[config.mk]
export PLATFORM = sky130hd
export DESIGN_NAME = ssd_top
export DESIGN_NICKNAME = d
export VERILOG_FILES = /design/src/hdl/ssd_pkg.sv /design/src/hdl/ssd_top.sv
export SDC_FILE = /design/constraint.sdc
export NUM_CORES = 1
export LEC_CHECK = 0
export BUFFER_PORTS_ARGS = -buffer_cell sky130_fd_sc_hd__buf_2
export CELL_PAD_IN_SITES_DETAIL_PLACEMENT = 1
export CELL_PAD_IN_SITES_GLOBAL_PLACEMENT = 1
export CORE_UTILIZATION = 52
export DETAILED_ROUTE_END_ITERATION = 10
export HOLD_SLACK_MARGIN = 0.08
export PLACE_DENSITY = 0.92
export SLEW_MARGIN = 0
export SYNTH_ARGS = -nofsm -noshare
export SYNTH_HDL_FRONTEND = slang
export SYNTH_SLANG_ARGS = --single-unit
[constraint.sdc]
create_clock -name clk -period 11.9 [get_ports clk]
set_input_delay 2.38 -clock clk [delete_from_list [all_inputs] [get_ports clk]]
set_output_delay 2.38 -clock clk [all_outputs]
set_load 0.02 [all_outputs]
[src/hdl/ssd_pkg.sv]
// Constants, types and display codes for the servo status display and editor
package ssd_pkg;

    // ************************************************************
    // Timing
    // ************************************************************
    localparam int unsigned CLK_HZ        = 100_000_000;  // System clock rate
    localparam int unsigned HOLD_TIME_MS  = 1000;         // Long press length, ms
    localparam int unsigned HOLD_CYCLES   = CLK_HZ / 1000 * HOLD_TIME_MS;
    localparam int unsigned REFRESH_US    = 1000;         // Display update period, us
    localparam int unsigned REFRESH_CYCLES = CLK_HZ / 1_000_000 * REFRESH_US;
    localparam int unsigned FLASH_MS      = 250;          // Flash half period, ms
    localparam int unsigned FLASH_CYCLES  = CLK_HZ / 1000 * FLASH_MS;

    // ************************************************************
    // Threshold defaults
    // ************************************************************
    localparam logic [15:0] SPEED_MATCH_DEF = 16'h000A;   // 10 per minute
    localparam logic [15:0] ROTATION_DEF    = 16'h0014;   // 20 per minute
    localparam logic [15:0] POS_WINDOW_DEF  = 16'h0007;   // 7 pulses
    localparam logic [15:0] TORQUE_REF_DEF  = 16'h000A;   // 10 percent of rated

    // ************************************************************
    // Parameter store
    // ************************************************************
    localparam int unsigned NUM_PARAMS = 16;               // Stored parameters
    localparam int unsigned NUM_DIGITS = 5;                // Display digits
    localparam logic [3:0]  DIGIT_MAX  = 4'h9;             // Decimal digit top
    localparam logic [3:0]  HEX_MAX    = 4'hF;             // Function digit top
    localparam logic [3:0]  PNUM_MAX   = 4'hF;             // Highest parameter number

    // ************************************************************
    // Indicator bit positions
    // ************************************************************
    localparam int unsigned IND_CTRL_PWR  = 0;
    localparam int unsigned IND_BBLOCK    = 1;
    localparam int unsigned IND_MATCH_POS = 2;  // Speed match or position done
    localparam int unsigned IND_ROTATION  = 3;
    localparam int unsigned IND_REF_SPD   = 4;  // Speed reference or ref pulse
    localparam int unsigned IND_REF_TRQ   = 5;  // Torque reference or clear input
    localparam int unsigned IND_PWR_READY = 6;
    localparam int unsigned IND_W         = 7;

    // ************************************************************
    // Status codes
    // ************************************************************
    localparam logic [2:0] CODE_BBLOCK = 3'h0;
    localparam logic [2:0] CODE_RUN    = 3'h1;
    localparam logic [2:0] CODE_FWD    = 3'h2;
    localparam logic [2:0] CODE_REV    = 3'h3;
    localparam logic [2:0] CODE_ALARM  = 3'h4;

    // Basic modes, in key order
    typedef enum logic [3:0] {
        MODE_STATUS  = 4'h1,
        MODE_AUX     = 4'h2,
        MODE_PARAM   = 4'h4,
        MODE_MONITOR = 4'h8
    } ssd_mode_t;

    // Parameter editor states
    typedef enum logic [3:0] {
        ED_NUMBER = 4'h1,   // Parameter number view
        ED_DATA   = 4'h2,   // Data view, editing
        ED_STORED = 4'h4,   // Data stored, flashing
        ED_IDLE   = 4'h8    // Unused spare
    } ssd_edit_t;

endpackage

[src/hdl/ssd_top.sv]
// Servo status indicators, status codes and key driven parameter editor
`timescale 1ns/1ps
// How it works
// - Control power lights its indicator always
// - Baseblock lit in baseblock, dark servo on
// - Speed coincidence when speed error within threshold
// - Rotation detect when speed above threshold
// - Speed reference lit above rotation threshold
// - Torque reference lit above ten percent
// - Power ready lit when main power normal
// - Positioning done when error below window
// - Reference pulse lit while pulses arrive
// - Clear indicator follows counter clear input
// - Baseblock code while servo off
// - Run code while servo on
// - Forward prohibited code when forward limit off
// - Reverse prohibited code when reverse limit off
// - Alarm replaces code, shows alarm number
// - Value and function selection parameter kinds
// - Each of five digits separately selectable
// - Handheld arrows pick flashing digit, change value
// - Handheld enter shows data, then stores, flashes
// - One more data press returns number view
// - Panel shift held one second shows data
// - Panel arrows step parameter number
// - Mode key cycles status, aux, param, monitor
// - Panel up plus down resets alarm in status mode
// - Short shift press moves digit left
// - Long shift while editing stores, flashes
module ssd_top (
    input  wire logic        clk,
    input  wire logic        nrst,
    input  wire logic        position_mode,      // High: position control mode
    input  wire logic        ctrl_power_on,
    input  wire logic        servo_on,
    input  wire logic        main_power_ok,
    input  wire logic [15:0] motor_speed,        // Absolute, per minute
    input  wire logic [15:0] speed_reference,    // Absolute, per minute
    input  wire logic [15:0] torque_reference,   // Percent of rated
    input  wire logic [15:0] position_error,     // Absolute, pulses
    input  wire logic        ref_pulse_active,
    input  wire logic        error_clear_in,
    input  wire logic        forward_limit_input, // Low: limit off
    input  wire logic        reverse_limit_input,
    input  wire logic        alarm_active,
    input  wire logic [7:0]  alarm_number,
    input  wire logic [15:0] speed_match_threshold,
    input  wire logic [15:0] rotation_threshold,
    input  wire logic [15:0] position_window,
    input  wire logic [15:0] param_is_function,  // One bit per parameter
    input  wire logic        panel_mode_key,     // Key pulses, one cycle each
    input  wire logic        panel_up_key,       // Panel arrows are levels
    input  wire logic        panel_down_key,
    input  wire logic        panel_shift_key,    // Level, held while pressed
    input  wire logic        handheld_mode_key,
    input  wire logic        handheld_enter_key,
    input  wire logic        handheld_up_key,
    input  wire logic        handheld_down_key,
    input  wire logic        handheld_left_key,
    input  wire logic        handheld_right_key,
    output logic [6:0]       indicator_q,
    output logic [2:0]       status_code_q,
    output logic [7:0]       alarm_number_q,
    output logic [3:0]       mode_q,
    output logic [3:0]       param_number_q,
    output logic [19:0]      display_digits_q,   // Five hex digits, digit 0 low
    output logic [4:0]       digit_flash_q,      // Flashing digit, one hot
    output logic             display_blank_q,    // Whole display flash phase
    output logic             view_data_q,        // High: data view shown
    output logic             alarm_reset_q       // One cycle pulse
);

    // ************************************************************
    // Helper functions
    // ************************************************************
    // Wrap a digit upward within its range
    function automatic logic [3:0] dig_up(input logic [3:0] v, input logic [3:0] top);
        dig_up = (v >= top) ? 4'h0 : v + 4'h1;
    endfunction

    // Wrap a digit downward within its range
    function automatic logic [3:0] dig_dn(input logic [3:0] v, input logic [3:0] top);
        dig_dn = (v == 4'h0) ? top : v - 4'h1;
    endfunction

    // ************************************************************
    // Status indicators and codes
    // ************************************************************
    logic [16:0] spd_diff;        // Signed speed difference
    logic [15:0] spd_abs;         // Absolute speed difference
    logic [6:0]  ind_d;           // Next indicator pattern
    logic [2:0]  code_d;          // Next status code
    logic        ind_match_w;
    logic        ind_ref_w;
    logic        ind_trq_w;

    assign spd_diff = {1'b0, motor_speed} - {1'b0, speed_reference};
    assign spd_abs  = spd_diff[16] ? 16'(-spd_diff) : spd_diff[15:0];

    // Mode dependent indicators: speed coincidence vs position done
    assign ind_match_w = position_mode ? (position_error < position_window)
                                       : (spd_abs <= speed_match_threshold);
    // Speed reference vs reference pulse
    assign ind_ref_w   = position_mode ? ref_pulse_active
                                       : (speed_reference > rotation_threshold);
    // Torque reference vs counter clear
    assign ind_trq_w   = position_mode ? error_clear_in
                                       : (torque_reference > ssd_pkg::TORQUE_REF_DEF);

    always_comb begin
        ind_d = '0;
        ind_d[ssd_pkg::IND_CTRL_PWR]  = ctrl_power_on;
        ind_d[ssd_pkg::IND_BBLOCK]    = ~servo_on;
        ind_d[ssd_pkg::IND_MATCH_POS] = ind_match_w;
        ind_d[ssd_pkg::IND_ROTATION]  = motor_speed > rotation_threshold;
        ind_d[ssd_pkg::IND_REF_SPD]   = ind_ref_w;
        ind_d[ssd_pkg::IND_REF_TRQ]   = ind_trq_w;
        ind_d[ssd_pkg::IND_PWR_READY] = main_power_ok;
    end

    // Limits outrank run state so the operator sees why motion stops
    always_comb begin
        if (alarm_active) begin
            code_d = ssd_pkg::CODE_ALARM;
        end else if (!forward_limit_input) begin
            code_d = ssd_pkg::CODE_FWD;
        end else if (!reverse_limit_input) begin
            code_d = ssd_pkg::CODE_REV;
        end else if (servo_on) begin
            code_d = ssd_pkg::CODE_RUN;
        end else begin
            code_d = ssd_pkg::CODE_BBLOCK;
        end
    end

    // Display update divider
    logic [$clog2(ssd_pkg::REFRESH_CYCLES)-1:0] ref_cnt_q;
    logic                                        refresh_w;
    assign refresh_w = (ref_cnt_q == '0);

    always_ff @(posedge clk) begin
        if (!nrst) begin
            ref_cnt_q <= '0;
        end else if (refresh_w) begin
            ref_cnt_q <= $bits(ref_cnt_q)'(ssd_pkg::REFRESH_CYCLES - 1);
        end else begin
            ref_cnt_q <= ref_cnt_q - 1'b1;
        end
    end

    always_ff @(posedge clk) begin
        if (!nrst) begin
            indicator_q    <= '0;
            status_code_q  <= ssd_pkg::CODE_BBLOCK;
            alarm_number_q <= '0;
        end else if (refresh_w) begin
            indicator_q    <= ind_d;
            status_code_q  <= code_d;
            alarm_number_q <= alarm_active ? alarm_number : 8'h00;
        end
    end

    // ************************************************************
    // Key decoding
    // ************************************************************
    logic        shift_prev_q;                    // Shift key last cycle
    logic        long_done_q;                     // Long press already acted
    logic [$clog2(ssd_pkg::HOLD_CYCLES+1)-1:0] hold_cnt_q;
    logic        long_w;                          // Long press reached, pulse
    logic        short_w;                         // Short press released, pulse
    logic        pup_prev_q;
    logic        pdn_prev_q;
    logic        p_up_w;
    logic        p_dn_w;
    logic        p_both_w;
    logic        mode_key_w;

    assign long_w  = panel_shift_key && !long_done_q &&
                     (hold_cnt_q == $bits(hold_cnt_q)'(ssd_pkg::HOLD_CYCLES - 1));
    assign short_w = shift_prev_q && !panel_shift_key && !long_done_q;

    // Up and down together are a reset, never a step
    assign p_both_w = panel_up_key && panel_down_key && !(pup_prev_q && pdn_prev_q);
    assign p_up_w   = panel_up_key && !pup_prev_q && !panel_down_key;
    assign p_dn_w   = panel_down_key && !pdn_prev_q && !panel_up_key;
    assign mode_key_w = panel_mode_key | handheld_mode_key;

    // Shift hold timer; long acts once per press
    always_ff @(posedge clk) begin
        if (!nrst) begin
            hold_cnt_q   <= '0;
            long_done_q  <= 1'b0;
            shift_prev_q <= 1'b0;
            pup_prev_q   <= 1'b0;
            pdn_prev_q   <= 1'b0;
        end else begin
            shift_prev_q <= panel_shift_key;
            pup_prev_q   <= panel_up_key;
            pdn_prev_q   <= panel_down_key;
            hold_cnt_q   <= (panel_shift_key && !long_w) ? hold_cnt_q + 1'b1 : '0;
            long_done_q  <= panel_shift_key && (long_done_q || long_w);
        end
    end

    // ************************************************************
    // Mode and editor
    // ************************************************************
    ssd_pkg::ssd_mode_t mode_st_q;
    ssd_pkg::ssd_edit_t ed_q;
    logic [19:0] store_q [ssd_pkg::NUM_PARAMS];   // Parameter values
    logic [19:0] work_q;                          // Data being edited
    logic [4:0]  cur_q;                           // Selected digit, one hot
    logic [4:0]  cur_left_w;
    logic [4:0]  cur_right_w;
    logic [3:0]  top_w;                           // Digit range top
    logic [19:0] work_up_w;
    logic [19:0] work_dn_w;
    logic        in_param_w;
    logic        enter_w;                         // Open or store
    logic        step_up_w;
    logic        step_dn_w;

    assign in_param_w = (mode_st_q == ssd_pkg::MODE_PARAM);
    // function kind edits in hex digits, value kind in decimal
    assign top_w = param_is_function[param_number_q] ? ssd_pkg::HEX_MAX
                                                     : ssd_pkg::DIGIT_MAX;
    assign cur_left_w  = {cur_q[3:0], cur_q[4]};
    assign cur_right_w = {cur_q[0], cur_q[4:1]};
    assign enter_w   = handheld_enter_key | long_w;
    assign step_up_w = handheld_up_key | p_up_w;
    assign step_dn_w = handheld_down_key | p_dn_w;

    genvar gi;
    generate
        for (gi = 0; gi < ssd_pkg::NUM_DIGITS; gi++) begin : g_dig
            assign work_up_w[gi*4 +: 4] = cur_q[gi] ? dig_up(work_q[gi*4 +: 4], top_w)
                                                    : work_q[gi*4 +: 4];
            assign work_dn_w[gi*4 +: 4] = cur_q[gi] ? dig_dn(work_q[gi*4 +: 4], top_w)
                                                    : work_q[gi*4 +: 4];
        end
    endgenerate

    always_ff @(posedge clk) begin
        if (!nrst) begin
            mode_st_q <= ssd_pkg::MODE_STATUS;
        end else if (mode_key_w && (ed_q == ssd_pkg::ED_NUMBER)) begin
            case (mode_st_q)
                ssd_pkg::MODE_STATUS:  mode_st_q <= ssd_pkg::MODE_AUX;
                ssd_pkg::MODE_AUX:     mode_st_q <= ssd_pkg::MODE_PARAM;
                ssd_pkg::MODE_PARAM:   mode_st_q <= ssd_pkg::MODE_MONITOR;
                default:               mode_st_q <= ssd_pkg::MODE_STATUS;
            endcase
        end
    end

    // Editor sequence; parameter number view, data view, stored
    always_ff @(posedge clk) begin
        if (!nrst) begin
            ed_q           <= ssd_pkg::ED_NUMBER;
            param_number_q <= '0;
            work_q         <= '0;
            cur_q          <= 5'h01;
        end else if (in_param_w) begin
            case (ed_q)
                ssd_pkg::ED_NUMBER: begin
                    if (enter_w) begin
                        ed_q   <= ssd_pkg::ED_DATA;
                        work_q <= store_q[param_number_q];
                        cur_q  <= 5'h01;
                    end else if (step_up_w) begin
                        param_number_q <= param_number_q + 4'h1;
                    end else if (step_dn_w) begin
                        param_number_q <= param_number_q - 4'h1;
                    end
                end
                ssd_pkg::ED_DATA: begin
                    if (enter_w) begin
                        ed_q <= ssd_pkg::ED_STORED;
                    end else if (handheld_left_key || short_w) begin
                        cur_q <= cur_left_w;
                    end else if (handheld_right_key) begin
                        cur_q <= cur_right_w;
                    end else if (step_up_w) begin
                        work_q <= work_up_w;
                    end else if (step_dn_w) begin
                        work_q <= work_dn_w;
                    end
                end
                ssd_pkg::ED_STORED: begin
                    if (enter_w) begin
                        ed_q <= ssd_pkg::ED_NUMBER;
                    end
                end
                default: ed_q <= ssd_pkg::ED_NUMBER;
            endcase
        end else begin
            ed_q <= ssd_pkg::ED_NUMBER;
        end
    end

    // Parameter store written once, on the storing press
    always_ff @(posedge clk) begin
        if (!nrst) begin
            for (int i = 0; i < ssd_pkg::NUM_PARAMS; i++) begin
                store_q[i] <= '0;
            end
        end else if (in_param_w && (ed_q == ssd_pkg::ED_DATA) && enter_w) begin
            store_q[param_number_q] <= work_q;
        end
    end

    // ************************************************************
    // Display outputs
    // ************************************************************
    logic [$clog2(ssd_pkg::FLASH_CYCLES)-1:0] fl_cnt_q;
    logic                                      fl_ph_q;

    // Flash phase divider
    always_ff @(posedge clk) begin
        if (!nrst) begin
            fl_cnt_q <= '0;
            fl_ph_q  <= 1'b0;
        end else if (fl_cnt_q == $bits(fl_cnt_q)'(ssd_pkg::FLASH_CYCLES - 1)) begin
            fl_cnt_q <= '0;
            fl_ph_q  <= ~fl_ph_q;
        end else begin
            fl_cnt_q <= fl_cnt_q + 1'b1;
        end
    end

    // Registered copies of the view; alarm reset pulse
    always_ff @(posedge clk) begin
        if (!nrst) begin
            mode_q           <= ssd_pkg::MODE_STATUS;
            display_digits_q <= '0;
            digit_flash_q    <= '0;
            display_blank_q  <= 1'b0;
            view_data_q      <= 1'b0;
            alarm_reset_q    <= 1'b0;
        end else begin
            mode_q           <= mode_st_q;
            view_data_q      <= (ed_q != ssd_pkg::ED_NUMBER);
            display_digits_q <= (ed_q == ssd_pkg::ED_NUMBER) ? {16'h0000, param_number_q}
                                                             : work_q;
            digit_flash_q    <= (ed_q == ssd_pkg::ED_DATA) ? cur_q : 5'h00;
            display_blank_q  <= (ed_q == ssd_pkg::ED_STORED) && fl_ph_q;
            // up and down in status mode
            alarm_reset_q    <= p_both_w && (mode_st_q == ssd_pkg::MODE_STATUS);
        end
    end

endmodule

==> impl_results.md <==
* Outcome: finished, violations left
* Failing checks: DRC
* Worst r2r src: param_number_q[0]
* Setup crit end kind: flop
* # DRC at 6
* Post-CTS Setup Inserts at 0
* Post-synthesis async set-or-reset flop share at 0%
* First-pass GRT wire length at 137000 µm
* NetSw at 1140 µW
* CP Max Fanout at 6
* Yosys Warn Count at 0
* Area delta synth->final at 13.1%
* CTS tree: yes
* # IOs at 211
* Internal power at 3000 µW
* Max_cap viols at 0
* Register area at 12900 µm²
* Final hold viol count at 0
* Die Y at 220 µm
* Tightest Pin Transition at 1280 ps
* Synth Flop Type: edfxtp_1
* Synthesis-stage register bit count at 484
* Grt ovf at 0
* Leakage at 0.0108 µW
* Vias in the first global route at 21876
* Startpoint Class: input port
* Port buffer count at 210
* Endpoints failing setup at 0
* Clock skew at 34.5 ps
* # nets final at 2555
* Slowest-stage cell, CP: a211oi_1
* CORE AREA at 46800 µm²
* Wirelength, routed at 92300 µm
* Worst Hold End: hold_cnt_q[0]
* Initial core utilization at 52.9%
* Avg Cell Area, Syn at 11.5 µm²
* CP arrival at 6890 ps
* Peak VDD IR at 0.000103 V
* Cell Area, Placed at 26300 µm²
* Antenna violations before repair at 8
* Maximum clock frequency at 157 MHz
* Mapped Area at 24700 µm²
* RSZ-0062 raised after global routing: false
* Pre-antenna DRT Iters at 9
* Sw frac at 27.5%
* Hold path depth at 1
* Slew Limit Fails at 0
* Worst reg2reg path endpoint: work_q[18]
* H-Tree Depth at 2
* Clock network power share at 40.2%
* Width of the chip at 220 µm
* Power share of the combinational group at 13.2%
* Sequential share of the synthesized area at 52.1%
* PwrDens at 148 nW/µm²
* Critical path buffers and inverters at 2
* Post-route setup TNS at 0 ps
* Fillers at 4778
* Via count at 20542
* Power share of the sequential group at 46.6%
* Rows at 79
* Clk root buf: clkbuf_16
* Clk_lat worst skew at 620 ps
* GRT Overall Usage at 38.3%
* Post-route non-filler standard cell count at 2947
* HP Class: reg -> reg
* Crit path largest cell delay at 490 ps
* Mapped Nets at 2410
* Slew HR at 14.3%
* Fin crit share at 53.5%
* Most frequent cell on the critical path: ha_1
* Reg-to-reg setup timing slack at 6920 ps
* Largest net degree at the start of global routing at 65
* CP cell instances: buf_2, inv_1, ha_1, fa_1, nand2b_1, a21oi_2, o21a_1, nor3_1, a211oi_1, nand3_1, o41ai_2, xnor2_1, ha_1, nand4_1, or2_2, or3_1, a211o_1, a31oi_1
* Clock sinks at 484
* Synth Instances at 2146
* Hold-fix buffers, CTS at 0
* Kind of critical path: in -> reg
* Multi-input logic area at 11000 µm²
* RD Place Congestion at 0.864
* Worst Min Path Start: hold_cnt_q[0]
* Placed cells at 2846
* Total CTS buffers at 50
* Clock buffer depth at 3
* Routed length per instance at 31.3 µm
* Vias/cell at 6.97
* FF-to-FF path depth at 12
* Starting DRT DRC Count at 2692
* Clock transition at path regs at 70 ps
* Post-route cell area at 28000 µm²
* Final core utilization at 59.8%
* Number of routed nets with antenna violations at 0
* Cell family with most CP delay: compound AO/OA/AOI/OAI gates
* Critical Path RT at 12420 ps
* Detailed Place HPWL at 53600 µm
* Period minus WS final at 6370 ps
* Post_cts resized at 0
* Layout cells sized above 1 at 20.2%
* DIE AREA at 48400 µm²
* EDFF count, synth at 320
* Post-synthesis cell type count at 83
## power groups by stage
stage	registers, µW	logic, µW	clock network [µW]
floorplan	1950	311	0
global placement	1940	453	0
detailed placement	1960	495	0
CTS	1930	534	1650
global route	1940	576	1710
finish	1930	546	1670
## cell usage in the layout, fill, tap and decap left out, types with 15 or more instances in the layout
cell type,instances
edfxtp_1,320
mux4_2,106
dfxtp_1,160
nor2_1,148
xor2_1,40
inv_1,91
nor4_1,46
nand2b_1,26
buf_4,32
nand4_1,19
buf_2,210
o21a_1,16
nand3_1,39
o21ai_0,47
ha_1,105
nor3_1,143
a21o_1,30
and3_1,85
and2_1,132
nor2b_1,15
a21oi_1,91
a31oi_1,18
a211oi_1,15
xnor2_1,46
nand2_1,102
clkbuf_16,51
## how the worst max path moves through the flow
| stage | start | end | slack, ps | cells after the start |
|---|---|---|---|---|
| floorplan | motor_speed[0] | indicator_q[2] | 5790 | 17 |
| global placement | motor_speed[0] | indicator_q[2] | 5370 | 18 |
| detailed placement | motor_speed[0] | indicator_q[2] | 5220 | 18 |
| CTS | motor_speed[0] | indicator_q[2] | 5500 | 18 |
| global route | motor_speed[0] | indicator_q[2] | 5370 | 18 |
| finish | motor_speed[0] | indicator_q[2] | 5530 | 18 |
## cell usage after synthesis (7+ instances only)
master / count / area [µm²]
a211oi_1: 15 / 113
a21o_1: 30 / 225
a21oi_1: 91 / 455
a31oi_1: 18 / 113
and2_1: 132 / 826
and3_1: 86 / 538
buf_2: 13 / 65.1
clkbuf_1: 124 / 465
dfxtp_1: 164 / 3280
edfxtp_1: 320 / 9610
ha_1: 105 / 1310
inv_1: 91 / 342
mux2i_1: 12 / 120
mux4_2: 106 / 2390
nand2_1: 102 / 383
nand2b_1: 26 / 163
nand3_1: 39 / 195
nand4_1: 19 / 119
nor2_1: 149 / 559
nor2b_1: 16 / 100
nor3_1: 143 / 716
nor3b_1: 7 / 52.6
nor4_1: 46 / 288
o21a_1: 16 / 120
o21ai_0: 56 / 280
o31ai_1: 13 / 97.6
or3_1: 12 / 75.1
xnor2_1: 46 / 403
xor2_1: 40 / 350
## layer usage
metal / share of wire (%) / vias to the layer above / wire length (µm) / track usage [%]
li1: - / 8221 / - / -
met3: 10 / 572 / 9440 / 8.61
met2: 47 / 1770 / 43800 / 62.1
met1: 34 / 9975 / 31100 / 44.2
met4: 8.7 / 4 / 8010 / 29.1
met5: 0.026 / - / 24 / 0
## stage by stage
step | total power [µW] | hold slack [ps] | setup slack [ps]
2_1_floorplan | 2260 | 430 | 5790
3_3_place_gp | 2390 | 437 | 5370
3_5_place_dp | 2450 | 452 | 5220
4_1_cts | 4120 | 471 | 5500
5_1_grt | 4220 | 487 | 5370
6_report | 4150 | 475 | 5530
## cell families (layout without fill, tap and decap cells)
family / count (synthesis) / after routing / share of synthesized area (%)
simple gates: 814 / 814 / 17.7
flops: 484 / 484 / 52.1
compound gates: 295 / 295 / 7.74
buf+inv: 242 / 428 / 3.78
mux: 118 / 118 / 10.1
fa+ha+maj: 107 / 107 / 5.47
xor+xnor: 86 / 86 / 3.05
other cells: 0 / 8 / 0
## worst reg2reg max path, cell delays in order (launching register included)
cell	delay, ps
dfxtp_1	710
mux4_2	590
mux4_2	700
inv_1	670
ha_1	390
a21o_1	240
a21oi_1	320
nor2b_1	130
nor2_1	300
a221oi_1	150
o41ai_1	400
mux2i_1	140
nor2_1	160
## area by class of cell
class / instances / share of cell area (%)
tap: 607 / 2.71
timing repair buffer: 242 / 4.62
clock buffer: 64 / 4.84
antenna: 8 / 0.0716
clock inverter: 29 / 1.10
sequential: 484 / 46.1
multi-input combinational: 1420 / 39.3
inverter: 93 / 1.25
## flip-flops by register name, summed over array words and instances, names as in the netlist, 3 cells and up, named ones only
register and flops:
store_q 320, hold_cnt_q 27, fl_cnt_q 25, display_digits_q 20
work_q 20, ref_cnt_q 17, alarm_number_q 8, indicator_q 7
cur_q 5, digit_flash_q 5, mode_q 4, mode_st_q 4
param_number_q 4, ed_q 3, status_code_q 3
Note: power is estimated with default switching activity, not from simulation.
